## config.mk

```make
export PLATFORM = sky130hd
export DESIGN_NAME = spc_counter
export DESIGN_NICKNAME = d
export VERILOG_FILES = /design/src/rtl/spc_pkg.sv /design/src/rtl/spc_counter.sv
export VERILOG_INCLUDE_DIRS = /design/src /design/src/rtl
export SDC_FILE = /design/constraint.sdc
export NUM_CORES = 1
export LEC_CHECK = 0
export ABC_AREA = 1
export BUFFER_PORTS_ARGS = -buffer_cell sky130_fd_sc_hd__buf_2
export CORE_ASPECT_RATIO = 1.75
export CORE_MARGIN = 1.5
export CORE_UTILIZATION = 49
export DETAILED_ROUTE_END_ITERATION = 7
export GPL_TIMING_DRIVEN = 1
export PLACE_DENSITY = 0.8
export SLEW_MARGIN = 25
export SYNTH_ARGS = -nofsm -noshare
export SYNTH_HDL_FRONTEND = slang
export SYNTH_SLANG_ARGS = --single-unit
```

## constraint.sdc

```tcl
create_clock -name core_clk -period 2.1 [get_ports core_clk]
set_input_delay 0.42 -clock core_clk [delete_from_list [all_inputs] [get_ports core_clk]]
set_output_delay 0.42 -clock core_clk [all_outputs]
set_load 0.01 [all_outputs]
```

## src/rtl/spc_counter_regs.svh

```systemverilog
/*
 * Register map, field positions, reset values and counter constants.
 * Assumes inclusion by bare name from the counter and its bench.
 */
`ifndef SPC_COUNTER_REGS_SVH
`define SPC_COUNTER_REGS_SVH

// ----------------------------------------
// Register offsets (byte addresses)
// ----------------------------------------
`define SPC_CTRL_OFS 8'h00
`define SPC_STATUS_OFS 8'h04
`define SPC_WRAPS_OFS 8'h08
`define SPC_FLAGS_OFS 8'h0C

// ----------------------------------------
// Field positions
// ----------------------------------------
`define SPC_CTRL_WRAPEN_BIT 0
`define SPC_STATUS_CARRY_BIT 4
`define SPC_STATUS_MODE_LSB 5
`define SPC_FLAG_WRAP_BIT 0
`define SPC_FLAG_LOAD_BIT 1
`define SPC_FLAG_ZERO_BIT 2

// ----------------------------------------
// Reset values and counter constants
// ----------------------------------------
`define SPC_CTRL_RST 1'h0
`define SPC_FLAGS_RST 3'h0
`define SPC_WRAPS_RST 16'h0000
`define SPC_COUNT_RST 4'h0
`define SPC_TERMINAL_COUNT 4'hF
`define SPC_COUNT_STEP 4'h1

`endif

```

## src/rtl/spc_pkg.sv

```systemverilog
/*
 * Types shared by the presettable counter and its bench.
 * Assumes nothing of its surroundings.
 */
package spc_pkg;

	// Operating mode taken at the last clock edge; clear is forced without an edge
	typedef enum logic [1:0] {
		MODE_CLEAR,
		MODE_LOAD,
		MODE_COUNT,
		MODE_HOLD
	} spc_mode_t;

endpackage

```

## src/rtl/spc_counter.sv

```systemverilog
/*
 * Synchronous presettable 4-bit binary up-counter with terminal carry,
 * plus an APB slave that shows its state and counts its wraps.
 * Assumes pin inputs synchronous to core_clk and an APB master on core_clk.
 */
// Contract
// - Count up when both gates and preset high
// - Low preset loads data regardless of gates
// - Low clear zeroes count and carry immediately
// - Either gate low holds the count
// - Carry high at count 15 with gate two
// - Only gate two gates the carry
// - Load, count or hold decided only at clock edge
// - Count wraps from 15 to 0
`timescale 1ns/1ps
`include "spc_counter_regs.svh"

module spc_counter (
	input wire logic core_clk,
	input wire logic rst,
	input wire logic asyncZeroN,
	input wire logic presetN,
	input wire logic [3:0] presetData,
	input wire logic countGateFirst,
	input wire logic countGateSecond,
	output logic [3:0] countBits,
	output logic terminalCarryOut,
	input wire logic psel,
	input wire logic penable,
	input wire logic pwrite,
	input wire logic [7:0] paddr,
	input wire logic [31:0] pwdata,
	output logic [31:0] prdata,
	output logic pready,
	output logic pslverr
);

	// ----------------------------------------
	// Counter core
	// ----------------------------------------
	logic clrAll;
	logic countEn;
	logic [3:0] count_r;
	logic [3:0] count_nxt;
	spc_pkg::spc_mode_t mode_r;
	spc_pkg::spc_mode_t mode_nxt;

	// Clear pin and system reset both act without the clock
	assign clrAll = rst | ~asyncZeroN;
	assign countEn = countGateFirst & countGateSecond;

	// Next count: load beats count, count beats hold
	always_comb begin
		count_nxt = count_r;
		mode_nxt = spc_pkg::MODE_HOLD;
		if (!presetN) begin
			count_nxt = presetData;
			mode_nxt = spc_pkg::MODE_LOAD;
		end else if (countEn) begin
			count_nxt = count_r + `SPC_COUNT_STEP;
			mode_nxt = spc_pkg::MODE_COUNT;
		end
	end

	// Preset, data and gates act only through the sampled next value
	always_ff @(posedge core_clk or posedge clrAll) begin
		if (clrAll) begin
			count_r <= `SPC_COUNT_RST;
			mode_r <= spc_pkg::MODE_CLEAR;
		end else begin
			count_r <= count_nxt;
			mode_r <= mode_nxt;
		end
	end

	assign countBits = count_r;

	// Carry follows gate two without a clock; clear forces count 0
	assign terminalCarryOut = countGateSecond &
		(count_r == `SPC_TERMINAL_COUNT);

	// ----------------------------------------
	// APB slave and bookkeeping registers
	// ----------------------------------------
	logic setupPh;
	logic wrAcc;
	logic mapped;
	logic wrapEvt;
	logic [2:0] flagSet;
	logic [2:0] flagClr;
	logic [31:0] rdMux;
	logic ctrl_r;
	logic ctrl_nxt;
	logic [2:0] flags_r;
	logic [2:0] flags_nxt;
	logic [15:0] wraps_r;
	logic [15:0] wraps_nxt;
	logic [31:0] prdata_r;
	logic [31:0] prdata_nxt;
	logic pready_r;
	logic pready_nxt;
	logic pslverr_r;
	logic pslverr_nxt;

	assign setupPh = psel & ~penable;
	assign wrAcc = psel & penable & pready_r & pwrite;

	// Events seen by the bookkeeping logic at this edge
	assign wrapEvt = asyncZeroN & presetN & countEn &
		(count_r == `SPC_TERMINAL_COUNT);
	assign flagSet[`SPC_FLAG_WRAP_BIT] = wrapEvt;
	assign flagSet[`SPC_FLAG_LOAD_BIT] = asyncZeroN & ~presetN;
	assign flagSet[`SPC_FLAG_ZERO_BIT] = ~asyncZeroN;

	// Read decode; unmapped offsets answer with an error
	always_comb begin
		mapped = 1'b1;
		rdMux = 32'h0000_0000;
		case (paddr)
			`SPC_CTRL_OFS: begin
				rdMux[`SPC_CTRL_WRAPEN_BIT] = ctrl_r;
			end
			`SPC_STATUS_OFS: begin
				rdMux[3:0] = count_r;
				rdMux[`SPC_STATUS_CARRY_BIT] = terminalCarryOut;
				rdMux[`SPC_STATUS_MODE_LSB +: 2] = mode_r;
			end
			`SPC_WRAPS_OFS: begin
				rdMux[15:0] = wraps_r;
			end
			`SPC_FLAGS_OFS: begin
				rdMux[2:0] = flags_r;
			end
			default: begin
				mapped = 1'b0;
			end
		endcase
	end

	// Next register values; a set in the clear cycle wins
	always_comb begin
		ctrl_nxt = ctrl_r;
		flagClr = 3'h0;
		wraps_nxt = wraps_r;
		if (wrAcc && paddr == `SPC_CTRL_OFS) begin
			ctrl_nxt = pwdata[`SPC_CTRL_WRAPEN_BIT];
		end
		if (wrAcc && paddr == `SPC_FLAGS_OFS) begin
			flagClr = pwdata[2:0];
		end
		if (wrAcc && paddr == `SPC_WRAPS_OFS) begin
			wraps_nxt = `SPC_WRAPS_RST;
		end
		if (wrapEvt && ctrl_r) begin
			wraps_nxt = wraps_nxt + 16'h0001;
		end
		flags_nxt = (flags_r & ~flagClr) | flagSet;
		pready_nxt = setupPh;
		pslverr_nxt = setupPh & ~mapped;
		prdata_nxt = (setupPh && !pwrite) ? rdMux : 32'h0000_0000;
	end

	// Register the bus side
	always_ff @(posedge core_clk or posedge rst) begin
		if (rst) begin
			ctrl_r <= `SPC_CTRL_RST;
			flags_r <= `SPC_FLAGS_RST;
			wraps_r <= `SPC_WRAPS_RST;
			prdata_r <= 32'h0000_0000;
			pready_r <= 1'b0;
			pslverr_r <= 1'b0;
		end else begin
			ctrl_r <= ctrl_nxt;
			flags_r <= flags_nxt;
			wraps_r <= wraps_nxt;
			prdata_r <= prdata_nxt;
			pready_r <= pready_nxt;
			pslverr_r <= pslverr_nxt;
		end
	end

	assign prdata = prdata_r;
	assign pready = pready_r;
	assign pslverr = pslverr_r;
endmodule

```

==> results of run 1 <==
-- state kept, by name, summed over array words and instances (netlist names) --
signal,count
ctrl_r,1
mode_r,2
countBits,4
pslverr,1
flags_r,3
pready,1
prdata,16
wraps_r,16
-- metrics by stage --
| stage | hold slack (ps) | power, W | std cells |
|---|---|---|---|
| after floorplan | 330 | 0.00101 | 307 |
| after global placement | 457 | 0.00104 | 393 |
| after detailed placement | 475 | 0.00105 | 393 |
| after CTS | 187 | 0.00169 | 401 |
| after global routing | 213 | 0.00174 | 401 |
| final | 176 | 0.00167 | 401 |
-- worst max-delay path by stage --
stage,from,to,slack (ps)
6_report,countBits[1],terminalCarryOut,140
5_1_grt,pready,wraps_r[12],50
4_1_cts,countBits[1],terminalCarryOut,120
3_5_place_dp,paddr[2],wraps_r[10],30
3_3_place_gp,paddr[2],wraps_r[10],50
2_1_floorplan,penable,wraps_r[10],170
-- report_power, final --
part	switching [W]	internal, W
Sequential	0.0000171	0.000864
Clock	0.000292	0.000352
Combinational	0.0000937	0.0000546
-- metal layers --
layer  track usage, %  up-vias
met5                0        -
met4             9.52        0
met3             3.39        8
met2             39.2       51
met1             20.1      897
li1                 -      973
-- area by class of cell --
cell class | instances | area (sq um) | area share [%]
flip-flops and latches | 44 | 1100 | 39.7
multi-input cells | 196 | 1020 | 37.0
repair buffers | 53 | 283 | 10.2
inverters | 48 | 185 | 6.68
clock buffers | 5 | 68.8 | 2.48
well taps | 52 | 65.1 | 2.35
clock inverters | 3 | 42.5 | 1.54
-- Yosys cell counts, types with 4 or more instances --
library cell | n | area share [%]
nand2_1 | 70 | 11
nor3_1 | 7 | 1.5
dfrtp_1 | 44 | 46
xor2_1 | 8 | 2.9
nor2_1 | 31 | 4.8
nor2_2 | 4 | 1.0
inv_1 | 43 | 6.7
nand3_2 | 5 | 2.1
inv_2 | 4 | 0.62
buf_4 | 16 | 5.0
nand3_1 | 17 | 3.5
a21oi_1 | 7 | 1.5
-- logic make-up (layout without fill, tap and decap cells) --
kind of cell | Yosys count | in the layout | share of synthesized area (%)
buffers and inverters | 67 | 109 | 13.9
and+or+nand+nor | 148 | 148 | 30.3
AOI/OAI and AO/OA | 19 | 19 | 4.79
xor gates and xnor gates | 11 | 11 | 4.01
adders and majority gates | 2 | 2 | 1.04
other | 1 | 16 | 0.156
DFF | 44 | 44 | 45.8
==> out/metrics.cfg, run 1 <==
[outcome]
status = complete, no violations

[finish]
insertedDiodeCount = 0
area_delta_synth_final_pct = 15.3
layout_commonest_cell = nand2_1
drive_gt1_share_pct = 24.6
fin_nets = 403
fin_area_sq_mm = 0.00277
num-fill-cells = 437
utilization_pct = 58.9
final_cell_mix = 70 x nand2_1, 46 x buf_2, 44 x dfrtp_1

[drt]
maxUsedRoutingLayer = met4
wirelength_mm = 4.78
wl_met2_mm = 2.72
met3RoutedLength_um = 162
ant_nets = 0
drtIter0Drc = 56
wl_met1_mm = 1.79
vias = 1929
avgViaCountPerCell = 4.81
drc = 0
wire_per_inst_um = 11.9
drt_pre_antenna_iters = 4

[clock_tree]
insertion_delay_ps = 300
cts_num_sinks = 44
cts_tree = built
cts.repair.resized = 0
cts_buffer_depth = 2
cts.reportedPaths.clkPinSlew_ps = 80
htreeDepth = 2
cts_setup_buffers = 0
cts_hold_buffers = 0
cts-root-buf = clkbuf_8
cts_made_buffers = 5

[global_route]
gr-total-overflow = 0
grt_pass1_wl_mm = 8.18
antenna_found_initial = 0
grt_start_max_net_pins = 39
track_usage_pct = 20.0
grt_pass1_vias = 1890

[setup_path]
r2r-start = pready
start_kind = register
end_kind = output port
critical_path.max_fanout = 5
cp.depth = 4
cp_num_buf_inv = 1
crit_required_ps = 1680
max_stage_delay_ps = 430
path_cells = ha_1 > nand2_2 > nor3b_1 > buf_2
worstSetupPathType = register to output port
rrSetupSlack_ps = 260
cp_slowest_cell = dfrtp_1
rr_worst_depth = 12
cpLargestDelayFamily = flip-flops
r2r-end = wraps_r[10]
arrival_ps = 1540

[sta]
finalHoldViolations = 0
fmax_mhz = 510
setup_viol = 0
setup_tns_ps = 0
worst_slack_ps = 138
slew_headroom_pct = 65.7
finClkSkew_ps = 7.56
fin_crit_ps = 1960
rsz0062_at_grt = false
drv_slew = 0
fin_crit_sh_pct = 93.4
worst_pin_slew_ps = 512

[floorplan]
die_area_sq_mm = 0.00535
die_x_um = 55.9
core_sq_mm = 0.00471
ios = 92
core.rowCount = 33
start_util_pct = 51.0
dieHeight_um = 95.6

[yosys]
ys.warnings.count = 0
synth_seq_cells = 44
synth_flop_cell = dfrtp_1
synth_edf_count = 0
syn_area_sq_mm = 0.00240
synth_cell_type_count = 34
synth_cells = 292
avgSynthCellArea_sq_um = 8.23
async_reset_ff_share_pct = 100
seq_area_frac_synth_pct = 45.8

[placed_design]
postPlaceCellArea_sq_mm = 0.00266
dp.final_hpwl_mm = 3.72
io_buffers = 46
gp_congestion = 0.777
dp_slack_ps = 30.1

[pwr]
ir_worst_vdd_mv = 0.482
p_leak_nw = 1.49
power.density_mw_per_mm2 = 604

[min_path]
hold_path.class = input pin to async pin

[run]
drv_cap = 0

Note: power is estimated with default switching activity, not from simulation.
==> inputs of run 2 (changes only) <==
- ABC_CLOCK_PERIOD_IN_PS: default -> 2100
- MAX_ROUTING_LAYER: default -> met4
==> out/metrics.cfg, run 2 (synthesized netlist as in run 1, its figures left out) <==
[finish]
area_delta_synth_final_pct = 15.3  ; unchanged
fin_area_sq_mm = 0.00277  ; unchanged
layout.cells.non_filler = 401  ; unchanged
fin_nets = 403  ; unchanged
final_cell_mix = 70 x nand2_1, 46 x buf_2, 44 x dfrtp_1  ; unchanged
layout_commonest_cell = nand2_1  ; unchanged
drive_gt1_share_pct = 24.6  ; unchanged
insertedDiodeCount = 0  ; unchanged

[sta]
slew_headroom_pct = 65.7  ; about the same
whs_ps = 176  ; about the same
worst_pin_slew_ps = 512  ; about the same
setup_viol = 0  ; unchanged
fmax_mhz = 509  ; was 510 MHz
finalHoldViolations = 0  ; unchanged
drv_slew = 0  ; unchanged
rsz0062_at_grt = false  ; unchanged
fin_crit_sh_pct = 93.6  ; was 93.4%
setup_tns_ps = 0  ; unchanged
finClkSkew_ps = 8.41  ; was 7.56 ps
fin_crit_ps = 1970  ; was 1960 ps

[setup_path]
r2r-end = wraps_r[10]  ; unchanged
start_kind = register  ; unchanged
r2r-start = pready  ; unchanged
rrSetupSlack_ps = 260  ; about the same
rr_worst_depth = 12  ; unchanged
end_kind = output port  ; unchanged
crit_required_ps = 1680  ; about the same
arrival_ps = 1550  ; was 1540 ps
critical_path.max_fanout = 5  ; unchanged
worstSetupPathType = register to output port  ; unchanged

[min_path]
hold_path.class = input pin to async pin  ; unchanged

[drt]
wirelength_mm = 4.78  ; unchanged
vias = 1927  ; was 1929
ant_nets = 0  ; unchanged
drc = 0  ; unchanged
avgViaCountPerCell = 4.81  ; about the same
drtIter0Drc = 49  ; was 56
wire_per_inst_um = 11.9  ; unchanged
drt_pre_antenna_iters = 4  ; unchanged

[floorplan]
ios = 92  ; unchanged
die_area_sq_mm = 0.00535  ; unchanged
core.rowCount = 33  ; unchanged
dieHeight_um = 95.6  ; unchanged
core_sq_mm = 0.00471  ; unchanged
start_util_pct = 51.0  ; unchanged
die_x_um = 55.9  ; unchanged

[clock_tree]
cts-root-buf = clkbuf_8  ; unchanged
htreeDepth = 2  ; unchanged
cts_buffer_depth = 2  ; unchanged
insertion_delay_ps = 300  ; about the same
cts.reportedPaths.clkPinSlew_ps = 80  ; about the same
cts.repair.resized = 0  ; unchanged
cts_setup_buffers = 0  ; unchanged
cts_hold_buffers = 0  ; unchanged
cts_made_buffers = 5  ; unchanged
cts_num_sinks = 44  ; unchanged
cts_tree = built  ; unchanged

[pwr]
power.density_mw_per_mm2 = 604  ; about the same
ir_worst_vdd_mv = 0.482  ; about the same
p_leak_nw = 1.49  ; unchanged

[outcome]
status = complete, no violations  ; unchanged

[placed_design]
postPlaceCellArea_sq_mm = 0.00266  ; unchanged
dp.cells = 393  ; unchanged
dp.final_hpwl_mm = 3.72  ; unchanged
io_buffers = 46  ; unchanged
gp_congestion = 0.788  ; was 0.777

[global_route]
gr-total-overflow = 0  ; unchanged
antenna_found_initial = 0  ; unchanged
track_usage_pct = 20.6  ; was 20.0%
grt_pass1_wl_mm = 8.18  ; unchanged
grt_start_max_net_pins = 39  ; unchanged
grt_pass1_vias = 1888  ; was 1890

[run]
drv_cap = 0  ; unchanged

-- run 2: cell counts in the layout (fill, tap and decap cells not counted) --
Identical to the previous run, type by type.
-- run 2: worst max-delay path by stage --
| stage | from | end | slack [ps] | depth (start not counted) |
|---|---|---|---|---|
| floorplan | penable | wraps_r[10] | 170 | 14 |
| global placement | paddr[2] | wraps_r[10] | 50 | 14 |
| detailed placement | paddr[2] | wraps_r[10] | 30 | 14 |
| CTS | countBits[1] | terminalCarryOut | 120 | 4 |
| global route | pready | wraps_r[12] | 50 | 13 |
| finish | countBits[1] | terminalCarryOut | 130 | 4 |
-- run 2: power breakdown --
part	total [W]	switching (W)	internal [W]	leakage, nW
sequential	0.000881	0.0000170	0.000864	0.570
clock	0.000644	0.000292	0.000352	0.0541
combinational	0.000148	0.0000936	0.0000546	0.870
total	0.00167	0.000402	0.00127	1.49
-- run 2: layout make-up --
class                   instances  area [sq um]
flip-flops and latches         44          1100
clock inverters                 3          42.5
inverters                      48           185
multi-input cells             196          1020
repair buffers                 53           283
well taps                      52          65.1
clock buffers                   5          68.8
fillers                       437          1940
-- run 2: worst max-delay path: stages, from the launching register on --
cell	delay [ps]
dfrtp_1	430
ha_1	230
nand2_2	90
nor3b_1	300
buf_2	190
-- run 2: stage by stage --
step | util, % | setup slack [ps] | total power, W
after floorplan | - | 166 | 0.00101
after global placement | 56.5 | 54.2 | 0.00104
after detailed placement | 56.5 | 30.1 | 0.00105
after CTS | 58.9 | 122 | 0.00169
after global routing | 58.9 | 47.4 | 0.00174
final | 58.9 | 134 | 0.00167
-- run 2: metal layers --
layer	vias to the layer above	GRT usage [%]	share of wire (%)
li1	973	-	-
met1	898	20.1	38
met2	49	39.1	57
met3	7	3.39	3.2
met4	0	9.52	1.8
met5	-	-	0
